[config.mk]
export PLATFORM = sky130hd
export DESIGN_NAME = sic_selfid_status
export DESIGN_NICKNAME = d
export VERILOG_FILES = /design/src/rtl/sic_pkg.sv /design/src/rtl/sic_upper_chan_mask.sv /design/src/rtl/sic_selfid_status.sv
export SDC_FILE = /design/constraint.sdc
export NUM_CORES = 1
export LEC_CHECK = 0
export BUFFER_PORTS_ARGS = -buffer_cell sky130_fd_sc_hd__buf_2
export CAP_MARGIN = 20
export CORE_UTILIZATION = 26
export CTS_BUF_LIST = sky130_fd_sc_hd__clkbuf_8
export CTS_CLUSTER_DIAMETER = 100
export DETAILED_ROUTE_END_ITERATION = 6
export PLACE_DENSITY = 0.56
export SYNTH_ARGS = -nofsm -noshare
export SYNTH_HDL_FRONTEND = slang
export SYNTH_SLANG_ARGS = --single-unit
[constraint.sdc]
create_clock -name sys_clk_i -period 2.81 [get_ports sys_clk_i]
set_clock_uncertainty 0.1 [all_clocks]
set_input_delay 0 -clock sys_clk_i [delete_from_list [all_inputs] [get_ports sys_clk_i]]
set_output_delay 0 -clock sys_clk_i [all_outputs]
set_load 0.03 [all_outputs]
[src/rtl/sic_pkg.sv]
package sic_pkg;

  // register byte offsets on the host side
  localparam logic [7:0] SIC_OFS_SELF_ID_TRACKING      = 8'h68;
  localparam logic [7:0] SIC_OFS_UPPER_CHAN_ENABLE_SET = 8'h70;
  localparam logic [7:0] SIC_OFS_UPPER_CHAN_ENABLE_CLR = 8'h74;

  // self_id_tracking field layout
  localparam int SIC_FAULT_BIT = 31;
  localparam int SIC_ROUND_LSB = 16;
  localparam int SIC_ROUND_MSB = 23;
  localparam int SIC_TALLY_LSB = 2;
  localparam int SIC_TALLY_MSB = 10;
  localparam int SIC_ROUND_W   = SIC_ROUND_MSB - SIC_ROUND_LSB + 1;
  localparam int SIC_TALLY_W   = SIC_TALLY_MSB - SIC_TALLY_LSB + 1;

  // reset values and tally limit
  localparam logic [SIC_ROUND_W-1:0] SIC_ROUND_RESET = 8'h00;
  localparam logic [SIC_TALLY_W-1:0] SIC_TALLY_RESET = 9'h000;
  localparam logic [SIC_TALLY_W-1:0] SIC_TALLY_MAX   = 9'h1FF;
  localparam logic [31:0]            SIC_MASK_RESET  = 32'h0000_0000;
  localparam logic [31:0]            SIC_READ_ZERO   = 32'h0000_0000;

  // isochronous channel numbering
  localparam int         SIC_CHAN_W     = 6;
  localparam int         SIC_CHAN_SEL_W = 5;
  localparam int         SIC_CHAN_UPPER = 5;

  typedef enum logic {
    SIC_RX_IDLE,
    SIC_RX_ACTIVE
  } sic_rx_state_type;

endpackage

[src/rtl/sic_upper_chan_mask.sv]
`timescale 1ns/1ps
`default_nettype none
module sic_upper_chan_mask
  import sic_pkg::*;
(
  // clock and reset
  input  wire logic                  clk_i,
  input  wire logic                  rst_n_i,
  // register writes
  input  wire logic                  set_we_i,
  input  wire logic                  clr_we_i,
  input  wire logic [31:0]           wdata_i,
  // packet filter
  input  wire logic                  iso_valid_i,
  input  wire logic [SIC_CHAN_W-1:0] iso_chan_i,
  output logic [31:0]                mask_o,
  output logic                       iso_accept_o,
  output logic                       iso_discard_o
);

  logic upper_hit;
  logic mask_bit;

  always_ff @(posedge clk_i or negedge rst_n_i) begin
    if (!rst_n_i) begin
      mask_o <= SIC_MASK_RESET;
    end else if (set_we_i) begin
      mask_o <= mask_o | wdata_i;
    end else if (clr_we_i) begin
      mask_o <= mask_o & ~wdata_i;
    end
  end

  // channels 0..31 belong to the lower mask, which lives elsewhere; pass them
  assign upper_hit = iso_chan_i[SIC_CHAN_UPPER];
  // bit n enables channel n + 32, so bit 0 is channel 32 and bit 31 is 63
  assign mask_bit = mask_o[iso_chan_i[SIC_CHAN_SEL_W-1:0]];
  assign iso_accept_o  = iso_valid_i && (!upper_hit || mask_bit);
  assign iso_discard_o = iso_valid_i && upper_hit && !mask_bit;

  AST_SET_ONES: assert property (@(posedge clk_i) disable iff (!rst_n_i)
    set_we_i |=> ((mask_o & $past(wdata_i)) == $past(wdata_i))
                 && ((mask_o & ~$past(wdata_i)) == ($past(mask_o) & ~$past(wdata_i))))
    else $error("set write did not set exactly the written bits");

  AST_CLR_ONES: assert property (@(posedge clk_i) disable iff (!rst_n_i)
    clr_we_i && !set_we_i |=> ((mask_o & $past(wdata_i)) == SIC_MASK_RESET)
                 && ((mask_o & ~$past(wdata_i)) == ($past(mask_o) & ~$past(wdata_i))))
    else $error("clear write did not clear exactly the written bits");

  AST_DISCARD_MASKED: assert property (@(posedge clk_i) disable iff (!rst_n_i)
    iso_valid_i && iso_chan_i[SIC_CHAN_UPPER]
      |-> (iso_discard_o == !mask_o[iso_chan_i[SIC_CHAN_SEL_W-1:0]])
          && (iso_accept_o != iso_discard_o))
    else $error("upper channel filter decision wrong");

  AST_CHAN_TOP: assert property (@(posedge clk_i) disable iff (!rst_n_i)
    iso_valid_i && (iso_chan_i == 6'h3F) |-> iso_accept_o == mask_o[31])
    else $error("channel 63 not governed by mask bit 31");

  AST_CHAN_BOTTOM: assert property (@(posedge clk_i) disable iff (!rst_n_i)
    iso_valid_i && (iso_chan_i == 6'h20) |-> iso_accept_o == mask_o[0])
    else $error("channel 32 not governed by mask bit 0");

endmodule
`default_nettype wire

[src/rtl/sic_selfid_status.sv]
// Notes on behaviour
// - Fault flag in bit 31 rises when a self-ID reception error is detected.
// - While the fault flag is set, self-ID buffer contents are undefined.
// - Fault flag clears when a self-ID reception completes without any error.
// - Both reception hardware errors and host write failures raise the fault flag.
// - Bus reset round counter in bits 23..16 increments on every bus reset.
// - Round counter wraps from 255 back to zero.
// - Bits 10..2 report quadlets stored in the self-ID buffer by the latest reception; a bus reset alone keeps them.
// - Quadlet tally counts the header quadlet and every self-ID data quadlet.
// - Quadlet tally returns to zero when a new self-ID reception starts.
// - Bits 30..24, 15..11 and 1..0 of the tracking register read zero.
// - Upper channel mask holds one enable bit per channel 32..63.
// - Mask bit n enables channel n plus 32; bit 31 enables channel 63.
// - Mask bit 0 enables channel 32.
// - Reading either set or clear address returns the current mask.
`timescale 1ns/1ps
`default_nettype none
module sic_selfid_status
  import sic_pkg::*;
(
  // clock and reset
  input  wire logic                  sys_clk_i,
  input  wire logic                  reset_n_i,
  // host register port
  input  wire logic [7:0]            reg_addr_i,
  input  wire logic                  reg_wr_i,
  input  wire logic                  reg_rd_i,
  input  wire logic [31:0]           reg_wdata_i,
  output logic [31:0]                reg_rdata_o,
  output logic                       reg_rvalid_o,
  // link-side self-ID events, one-cycle pulses
  input  wire logic                  bus_reset_i,
  input  wire logic                  selfid_start_i,
  input  wire logic                  quadlet_stored_i,
  input  wire logic                  selfid_hw_err_i,
  input  wire logic                  host_wr_err_i,
  input  wire logic                  selfid_done_i,
  // isochronous receive filter
  input  wire logic                  iso_valid_i,
  input  wire logic [SIC_CHAN_W-1:0] iso_chan_i,
  output logic                       iso_accept_o,
  output logic                       iso_discard_o,
  // status
  output logic                       self_id_fault_flag_o,
  output logic                       selfid_buf_valid_o
);

  logic                   rst_meta;
  logic                   rst_n;
  sic_rx_state_type       rx_state;
  logic                   self_id_fault_flag;
  logic                   err_seen;
  logic [SIC_ROUND_W-1:0] bus_reset_round_counter;
  logic [SIC_TALLY_W-1:0] stored_quadlet_tally;
  logic [31:0]            upper_mask;
  logic [31:0]            tracking_word;
  logic [31:0]            next_rdata;
  logic                   err_now;
  logic                   set_we;
  logic                   clr_we;
  logic                   rx_quiet;
  logic                   rx_more;

  function automatic logic is_mask_addr(input logic [7:0] a);
    is_mask_addr = (a == SIC_OFS_UPPER_CHAN_ENABLE_SET) || (a == SIC_OFS_UPPER_CHAN_ENABLE_CLR);
  endfunction

  // reset released through two flops so every flop leaves reset on one edge
  always_ff @(posedge sys_clk_i or negedge reset_n_i) begin
    if (!reset_n_i) begin
      rst_meta <= 1'b0;
      rst_n    <= 1'b0;
    end else begin
      rst_meta <= 1'b1;
      rst_n    <= rst_meta;
    end
  end

  assign err_now = selfid_hw_err_i || host_wr_err_i;
  assign set_we  = reg_wr_i && (reg_addr_i == SIC_OFS_UPPER_CHAN_ENABLE_SET);
  assign clr_we  = reg_wr_i && (reg_addr_i == SIC_OFS_UPPER_CHAN_ENABLE_CLR);
  // event shapes used by the tally check below
  assign rx_quiet = !quadlet_stored_i && !selfid_start_i && !selfid_done_i;
  assign rx_more  = quadlet_stored_i && !selfid_start_i && !selfid_done_i;

  always_ff @(posedge sys_clk_i or negedge rst_n) begin
    if (!rst_n) begin
      rx_state <= SIC_RX_IDLE;
    end else begin
      case (rx_state)
        SIC_RX_IDLE: begin
          if (selfid_start_i) begin
            rx_state <= SIC_RX_ACTIVE;
          end
        end
        SIC_RX_ACTIVE: begin
          if (selfid_done_i && !selfid_start_i) begin
            rx_state <= SIC_RX_IDLE;
          end
        end
        default: rx_state <= SIC_RX_IDLE;
      endcase
    end
  end

  // errors are remembered per reception so the completion verdict covers all of it
  always_ff @(posedge sys_clk_i or negedge rst_n) begin
    if (!rst_n) begin
      err_seen <= 1'b0;
    end else if (selfid_start_i) begin
      err_seen <= err_now;
    end else if (rx_state == SIC_RX_ACTIVE && err_now) begin
      err_seen <= 1'b1;
    end
  end

  // an error in the completing cycle wins over the clear
  always_ff @(posedge sys_clk_i or negedge rst_n) begin
    if (!rst_n) begin
      self_id_fault_flag <= 1'b0;
    end else if (err_now) begin
      self_id_fault_flag <= 1'b1;
    end else if (selfid_done_i && rx_state == SIC_RX_ACTIVE && !err_seen) begin
      self_id_fault_flag <= 1'b0;
    end
  end

  always_ff @(posedge sys_clk_i or negedge rst_n) begin
    if (!rst_n) begin
      bus_reset_round_counter <= SIC_ROUND_RESET;
    end else if (bus_reset_i) begin
      bus_reset_round_counter <= bus_reset_round_counter + 8'h01;
    end
  end

  // the tally saturates rather than wrapping so an overrun never looks short
  always_ff @(posedge sys_clk_i or negedge rst_n) begin
    if (!rst_n) begin
      stored_quadlet_tally <= SIC_TALLY_RESET;
    end else if (selfid_start_i) begin
      stored_quadlet_tally <= SIC_TALLY_RESET;
    end else if (quadlet_stored_i && rx_state == SIC_RX_ACTIVE
                 && stored_quadlet_tally != SIC_TALLY_MAX) begin
      stored_quadlet_tally <= stored_quadlet_tally + 9'h001;
    end
  end

  sic_upper_chan_mask u_mask (
    .clk_i         (sys_clk_i),
    .rst_n_i       (rst_n),
    .set_we_i      (set_we),
    .clr_we_i      (clr_we),
    .wdata_i       (reg_wdata_i),
    .iso_valid_i   (iso_valid_i),
    .iso_chan_i    (iso_chan_i),
    .mask_o        (upper_mask),
    .iso_accept_o  (iso_accept_o),
    .iso_discard_o (iso_discard_o)
  );

  always_comb begin
    tracking_word = SIC_READ_ZERO;
    tracking_word[SIC_FAULT_BIT] = self_id_fault_flag;
    tracking_word[SIC_ROUND_MSB:SIC_ROUND_LSB] = bus_reset_round_counter;
    tracking_word[SIC_TALLY_MSB:SIC_TALLY_LSB] = stored_quadlet_tally;
  end

  always_comb begin
    if (reg_addr_i == SIC_OFS_SELF_ID_TRACKING) begin
      next_rdata = tracking_word;
    end else if (is_mask_addr(reg_addr_i)) begin
      next_rdata = upper_mask;
    end else begin
      next_rdata = SIC_READ_ZERO;
    end
  end

  always_ff @(posedge sys_clk_i or negedge rst_n) begin
    if (!rst_n) begin
      reg_rdata_o  <= SIC_READ_ZERO;
      reg_rvalid_o <= 1'b0;
    end else begin
      reg_rvalid_o <= reg_rd_i;
      if (reg_rd_i) begin
        reg_rdata_o <= next_rdata;
      end
    end
  end

  assign self_id_fault_flag_o = self_id_fault_flag;
  // buffer contents carry no guarantee while the fault flag stands
  assign selfid_buf_valid_o = !self_id_fault_flag && rx_state == SIC_RX_IDLE;

  AST_FAULT_SET: assert property (@(posedge sys_clk_i) disable iff (!rst_n)
    selfid_hw_err_i |=> self_id_fault_flag_o && !selfid_buf_valid_o)
    else $error("hardware error did not raise the fault flag");

  AST_HOST_ERR: assert property (@(posedge sys_clk_i) disable iff (!rst_n)
    host_wr_err_i |=> self_id_fault_flag && !selfid_buf_valid_o)
    else $error("host write error did not raise the fault flag");

  AST_FAULT_CLEAR: assert property (@(posedge sys_clk_i) disable iff (!rst_n)
    selfid_start_i && !err_now ##1 (!err_now && !selfid_start_i && !selfid_done_i) [*3]
      ##1 (selfid_done_i && !err_now) |=> !self_id_fault_flag_o)
    else $error("clean reception did not clear the fault flag");

  AST_ROUND_STEP: assert property (@(posedge sys_clk_i) disable iff (!rst_n)
    bus_reset_i |=> bus_reset_round_counter == $past(bus_reset_round_counter) + 8'h01)
    else $error("round counter did not advance on bus reset");

  AST_ROUND_WRAP: assert property (@(posedge sys_clk_i) disable iff (!rst_n)
    bus_reset_i && bus_reset_round_counter == 8'hFF |=> bus_reset_round_counter == 8'h00)
    else $error("round counter did not wrap to zero");

  AST_ROUND_HOLD: assert property (@(posedge sys_clk_i) disable iff (!rst_n)
    !bus_reset_i |=> $stable(bus_reset_round_counter))
    else $error("round counter moved without a bus reset");

  AST_TALLY_CLEAR: assert property (@(posedge sys_clk_i) disable iff (!rst_n)
    selfid_start_i |=> stored_quadlet_tally == SIC_TALLY_RESET)
    else $error("quadlet tally not cleared at reception start");

  AST_TALLY_COUNT: assert property (@(posedge sys_clk_i) disable iff (!rst_n)
    selfid_start_i ##1 rx_quiet ##1 rx_more ##1 rx_quiet ##1 rx_more ##1 rx_quiet
      ##1 (quadlet_stored_i && !selfid_start_i) |=> stored_quadlet_tally == 9'h003)
    else $error("header and data quadlets not all counted");

  AST_TALLY_READ: assert property (@(posedge sys_clk_i) disable iff (!rst_n)
    reg_rd_i && reg_addr_i == SIC_OFS_SELF_ID_TRACKING
      |=> reg_rvalid_o && reg_rdata_o[SIC_TALLY_MSB:SIC_TALLY_LSB] == $past(stored_quadlet_tally)
          && reg_rdata_o[SIC_FAULT_BIT] == $past(self_id_fault_flag))
    else $error("tracking read does not show tally and flag");

  AST_RSVD_ZERO: assert property (@(posedge sys_clk_i) disable iff (!rst_n)
    reg_rvalid_o && $past(reg_addr_i) == SIC_OFS_SELF_ID_TRACKING
      |-> reg_rdata_o[30:24] == 7'h00 && reg_rdata_o[15:11] == 5'h00
          && reg_rdata_o[1:0] == 2'h0)
    else $error("reserved tracking bits not zero");

  AST_MASK_READ: assert property (@(posedge sys_clk_i) disable iff (!rst_n)
    reg_rd_i && is_mask_addr(reg_addr_i) |=> reg_rdata_o == $past(upper_mask))
    else $error("mask read at set or clear address wrong");

endmodule
`default_nettype wire

==> flow_summary.ini, run 1 <==
[status]
outcome = finished clean

[logic_synthesis]
ys_types = 37
synth_edf_count = 0
syn_nets = 460
yosys_warnings = 0
synth_ff_type = dfrtp_1
synth_cells = 400
ys_ff_latch = 87
synth-async-reset-ratio_pct = 100
syn_avg_cell_area_um2 = 10.2
netlist_area_um2 = 4100
ys_seq_area_share_pct = 53.1

[critical_path]
r2r-end = stored_quadlet_tally[3]$_DFFE_PN0P_
rr_worst_depth = 7
cp-start-kind = flip-flop
path_class = reg -> out
critPathMaxFanout = 3
critPathTopFamily = multiplexers
path_cells = mux4_1 > mux2_2 > a221o_1 > and3_1 > buf_2
cpPeakStageDelay_ns = 0.51
crit_path_end_kind = primary output
crit_required_ns = 2.71
cpMaxStageDelayCell = mux4_1
reg2reg_from = stored_quadlet_tally[0]$_DFFE_PN0P_
ff2ff_setup_slack_ns = 0.85
critPathArrivalTime_ns = 2.25
worst-path-buf-inv = 1

[power_and_ir_drop]
comb_power_share_pct = 14.2
switching_share_pct = 28.9
p_sw_uw = 762
total_power_mw = 2.64
cellInternalPower_mw = 1.87
power_density_nw_per_um2 = 488
seq_power_share_pct = 55.2
leakagePower_nw = 2.68
vdd_drop_max_mv = 0.194
pwr-share-clk_pct = 30.6

[die]
rows = 45
die_area_um2 = 16300
start_util_pct = 26.8
fp.dieH_um = 128
pin_count = 94
dieWidth_um = 128
coreArea_um2 = 15300

[drt]
wirelength_um = 10700
top_layer_used = met4
wl_met3_um = 606
postRouteAntennaNets = 0
drt_iter0_drc = 107
route.vias.total = 3320
drc_errors = 0
m1WireLength_um = 4840
wire_per_inst_um = 14.3
dr.pass1.iters = 4
routed_via_density = 4.46
routed-wl-met2_um = 5030

[placement]
dp_hpwl_um = 7340
numPortBuffers = 93
place.gp.congestion = 0.798

[global_route]
grt_overflow_total = 0
grt_pass1_vias = 3316
grt_pass1_wl_um = 17100
grt_max_degree = 66
grt_usage_pct = 13.8
antenna_found_initial = 0

[timing]
setup_tns_ns = 0
post-route-period-util_pct = 83.6
tightestPinTransition_ns = 0.770
min_period_ns = 2.35
relSlewSlack_pct = 48.7
slew_viol_final = 0
rsz0062_at_grt = false
finalHoldViolations = 0
timing.fmax_ghz = 0.426
setup_viol = 0

[clocking]
cts.htree.levels = 3
numCtsBuffers = 9
path_clk_slew_ns = 0.09
post_cts_buffers = 0
cts.root.buffer_cell = clkbuf_8
clock_latency_ns = 0.36
clock_path_buffers = 2
cts_sinks = 87
tritoncts = yes

[finish]
final_common_cell = buf_2
n_antenna_cell = 0
mostFrequentLayoutCells = 93 x buf_2, 86 x dfrtp_1, 51 x inv_1
drive_gt1_share_pct = 22.5
area_growth_pct = 31.8
nets = 588

[worst_hold_path]
min_delay_worst_endpoint = stored_quadlet_tally[8]$_DFFE_PN0P_
hold_path.class = in -> reg
min_path_cells = 4
min-delay-start = quadlet_stored_i

[run]
cap_violations = 0
power by group through the flow:
stage / sequential (mW) / clock, mW / combinational (mW)
after floorplan: 1.50 / 0 / 0.176
after global placement: 1.48 / 0 / 0.325
after detailed placement: 1.48 / 0 / 0.329
after CTS: 1.46 / 0.839 / 0.375
after global routing: 1.48 / 0.891 / 0.418
final: 1.46 / 0.807 / 0.373
per-layer routing:
metal,up-vias,GRT usage (%)
met5,-,0
met4,0,5.95
met3,17,3.98
met2,83,22.5
met1,1618,17.0
li1,1602,-
stage by stage:
step | setup slack, ns | cells | hold slack, ns | cell area (µm²) | utilization (%)
CTS | 0.441 | 742 | 0.0364 | 5370 | 35.1
floorplan | 0.107 | 400 | -0.396 | 4100 | -
finish | 0.461 | 744 | 0.0466 | 5400 | 35.3
detailed placement | 0.834 | 685 | -0.312 | 4780 | 31.2
global route | 0.358 | 744 | 0.0699 | 5400 | 35.3
global placement | 0.831 | 685 | -0.315 | 4780 | 31.2
worst min-delay path: stages:
cell and delay [ns]:
buf_2 0.11, nand3b_1 0.18, nand2_1 0.12, a21oi_1 0.06
area by class of cell:
class,count,area [µm²]
timing repair buffer,140,948
clock inverter,6,37.5
inverter,49,184
multi-input combinational,241,1650
fill,1572,9910
clock buffer,10,138
tap,211,264
sequential,87,2180
cell usage after synthesis (all sizes together), types with 2 or more instances:
cell / instances / share of area, %
nor2: 30 / 2.7
buf: 4 / 0.76
nand2: 45 / 4.1
o21ai: 16 / 2.0
nand2b: 5 / 0.76
inv: 49 / 4.5
nand3: 17 / 2.1
nor4: 2 / 0.82
mux2: 4 / 1.1
a22oi: 18 / 3.3
xnor2: 10 / 2.1
and3: 3 / 0.46
clkbuf: 19 / 1.7
a21oi: 21 / 2.6
mux2i: 35 / 8.5
mux4: 6 / 3.8
ha: 3 / 0.92
o221ai: 2 / 0.43
dfrtp: 87 / 53
nand4: 5 / 0.76
nor3: 4 / 0.49
xor2: 3 / 0.64
worst max-delay path by stage:
stage / cells after the start / slack (ns) / from / endpoint
after floorplan: 0 / 0.11 / rst_n$_DFF_PN0_ / asynchronous set/reset pin
after global placement: 6 / 0.83 / iso_chan_i[0] / iso_discard_o
after detailed placement: 6 / 0.83 / iso_chan_i[0] / iso_accept_o
after CTS: 5 / 0.44 / flip-flop / iso_accept_o
after global routing: 5 / 0.36 / flip-flop / iso_discard_o
final: 5 / 0.46 / flip-flop / iso_accept_o
logic make-up after synthesis:
family	share of synthesized area [%]
AO/OA/AOI/OAI	9.22
adder cells (fa/ha/maj)	0.916
XOR/XNOR	2.78
other	0.0915
flip-flops	53.1
AND/OR/NAND/NOR	13.4
buffers and inverters	6.99
multiplexers	13.5
timing repair:
action / CTS / global route
endpoints found under the hold margin: 50 / 1
hold buffers: 41 / 1
resized for setup: 0 / 0
setup endpoints to repair: 0 / 0
No activity file was read; power rests on OpenSTA's default activity.
==> run 2, diff against run 1 <==
Clock period 2.81 ns to 1.95 ns, I/O delays scaled along.
==> run 2 against run 1 <==
The run now ends with negative setup slack left. Non-clock buffer count rose by 18. Sequential power rose by 43%. Design area rose by 3.1%. Clock power rose by 44%. Routed wire length rose by 5.1%. Flip-flop and latch count did not move. Register-to-register slack got worse by 0.74 ns. Largest cell class unchanged. Worst hold slack got worse by 0.020 ns. Clock-buffer cell count fell by 1. Largest power group unchanged. Total power rose by 46%.
==> flow_summary.ini, run 2 (synthesis gave the netlist of run 1 again) <==
[clocking]
tritoncts = yes
path_clk_slew_ns = 0.10
numCtsBuffers = 9
cts_sinks = 87
clock_path_buffers = 2
cts.root.buffer_cell = clkbuf_8
cts.htree.levels = 3
clock_latency_ns = 0.37

[finish]
final_cells = 764
area_growth_pct = 35.9
mostFrequentLayoutCells = 91 x buf_2, 86 x dfrtp_1, 50 x inv_1
design_area_um2 = 5570
final_common_cell = buf_2
drive_gt1_share_pct = 26.3
nets = 606

[global_route]
grt_pass1_wl_um = 18100
top_usage_layer = met2
grt_use_met3_pct = 4.02
use_met2_pct = 24.7
grt_pass1_vias = 3534
use_met1_pct = 17.4
antenna_found_initial = 1
grt_overflow_total = 0
grt_max_degree = 66
grt_usage_pct = 14.6

[timing]
rsz0062_at_grt = true
timing.fmax_ghz = 0.445
setup_tns_ns = -0.587
relSlewSlack_pct = 58.4
post-route-period-util_pct = 115
tightestPinTransition_ns = 0.624
min_period_ns = 2.24
slew_viol_final = 0
finalHoldViolations = 0
setup_viol = 2
worst_slack_ns = -0.295

[critical_path]
critPathMaxFanout = 2
crit_path_end_kind = primary output
path_cells = mux4_2 > mux2_4 > a221o_1 > and3_4 > buf_6
path_class = reg -> out
cpMaxStageDelayCell = mux4_2
crit_required_ns = 1.85
rr_worst_depth = 8
ff2ff_setup_slack_ns = 0.11
critPathArrivalTime_ns = 2.14
reg2reg_from = stored_quadlet_tally[0]$_DFFE_PN0P_
r2r-end = stored_quadlet_tally[5]$_DFFE_PN0P_
cpPeakStageDelay_ns = 0.48
cp-start-kind = flip-flop

[power_and_ir_drop]
leakagePower_nw = 2.77
vdd_drop_max_mv = 0.308
total_power_mw = 3.84
power_density_nw_per_um2 = 690

[die]
coreArea_um2 = 15300
start_util_pct = 26.8
die_area_um2 = 16300
dieWidth_um = 128
fp.dieH_um = 128
rows = 45
pin_count = 94

[drt]
wire_per_inst_um = 14.7
dr.pass1.iters = 4
wirelength_um = 11200
postRouteAntennaNets = 0
drc_errors = 0
drt_iter0_drc = 191
routed_via_density = 4.39
route.vias.total = 3353

[placement]
place.gp.congestion = 0.797
dp_hpwl_um = 7830
dpl_cell_area_um2 = 4940
placedCellCount = 702
numPortBuffers = 93

[status]
failed_checks = negative setup slack
outcome = finished with violations

[worst_hold_path]
hold_path.class = in -> reg
min_path_cells = 4
min_delay_worst_endpoint = stored_quadlet_tally[8]$_DFFE_PN0P_
min-delay-start = quadlet_stored_i

[run]
cap_violations = 0
-- run 2: cell count changes in the layout (fill, tap and decap cells not counted), sizes merged --
| cell | previous run | this run |
|---|---|---|
| diode | 0 | 2 |
| clkinvlp | 1 | 0 |
| buf | 98 | 117 |
| clkbuf | 10 | 9 |
| clkinv | 2 | 4 |
| dlygate4sd3 | 42 | 41 |
-- run 2: metrics by stage --
| stage | worst slack [ns] | utilization [%] | hold WS, ns |
|---|---|---|---|
| CTS | -0.346 | 36.2 | 0.00318 |
| global placement | 0.0177 | 32.3 | -0.309 |
| global route | -0.397 | 36.3 | 0.0420 |
| finish | -0.295 | 36.4 | 0.0266 |
| detailed placement | 0.00806 | 32.3 | -0.307 |
| floorplan | 0.101 | - | -0.396 |
-- run 2: power breakdown --
part           total, mW  switching (mW)  internal, mW  leakage (nW)
clock network       1.16           0.689         0.468        0.0952
logic              0.588           0.296         0.292          1.67
registers           2.09           0.153          1.94         0.998
-- run 2: worst max-delay path by stage --
stage | startpoint | endpoint | slack [ns] | depth (start not counted)
finish | flip-flop | iso_accept_o | -0.29 | 5
detailed placement | flip-flop | iso_accept_o | 0.008 | 5
global route | flip-flop | iso_discard_o | -0.40 | 5
CTS | flip-flop | iso_accept_o | -0.35 | 5
floorplan | flip-flop | iso_discard_o | 0.10 | 4
global placement | flip-flop | iso_accept_o | 0.02 | 5
-- run 2: layout make-up --
type / instances / area (µm²)
Antenna cell: 2 / 5.00
Clock buffer: 9 / 124
Clock inverter: 7 / 48.8
Fill cell: 1573 / 9750
Inverter: 49 / 184
Multi-Input combinational cell: 241 / 1660
Sequential cell: 87 / 2180
Tap cell: 211 / 264
Timing Repair Buffer: 158 / 1110
-- run 2: per-layer routing --
metal | vias up | part of all wire, %
met5 | - | 0
met4 | 0 | 1.8
met3 | 13 | 4.7
met2 | 62 | 49
met1 | 1639 | 45
li1 | 1639 | -
-- run 2: critical path, delay by kind of cell, from the launching register on --
family                 cells  cell delay [ns]
buffers and inverters      1             0.13
and+or+nand+nor            1             0.17
DFF                        1             0.39
AOI/OAI and AO/OA          1             0.34
muxes                      2             0.74
-- run 2: repair_timing --
item | CTS | global route
gates resized for setup | 7 | 2
buffers inserted | 1 | 2
setup endpoints to repair | 2 | 6
hold endpoints to repair | 50 | 0
pin swaps | 3 | 2
hold buffers | 41 | 0
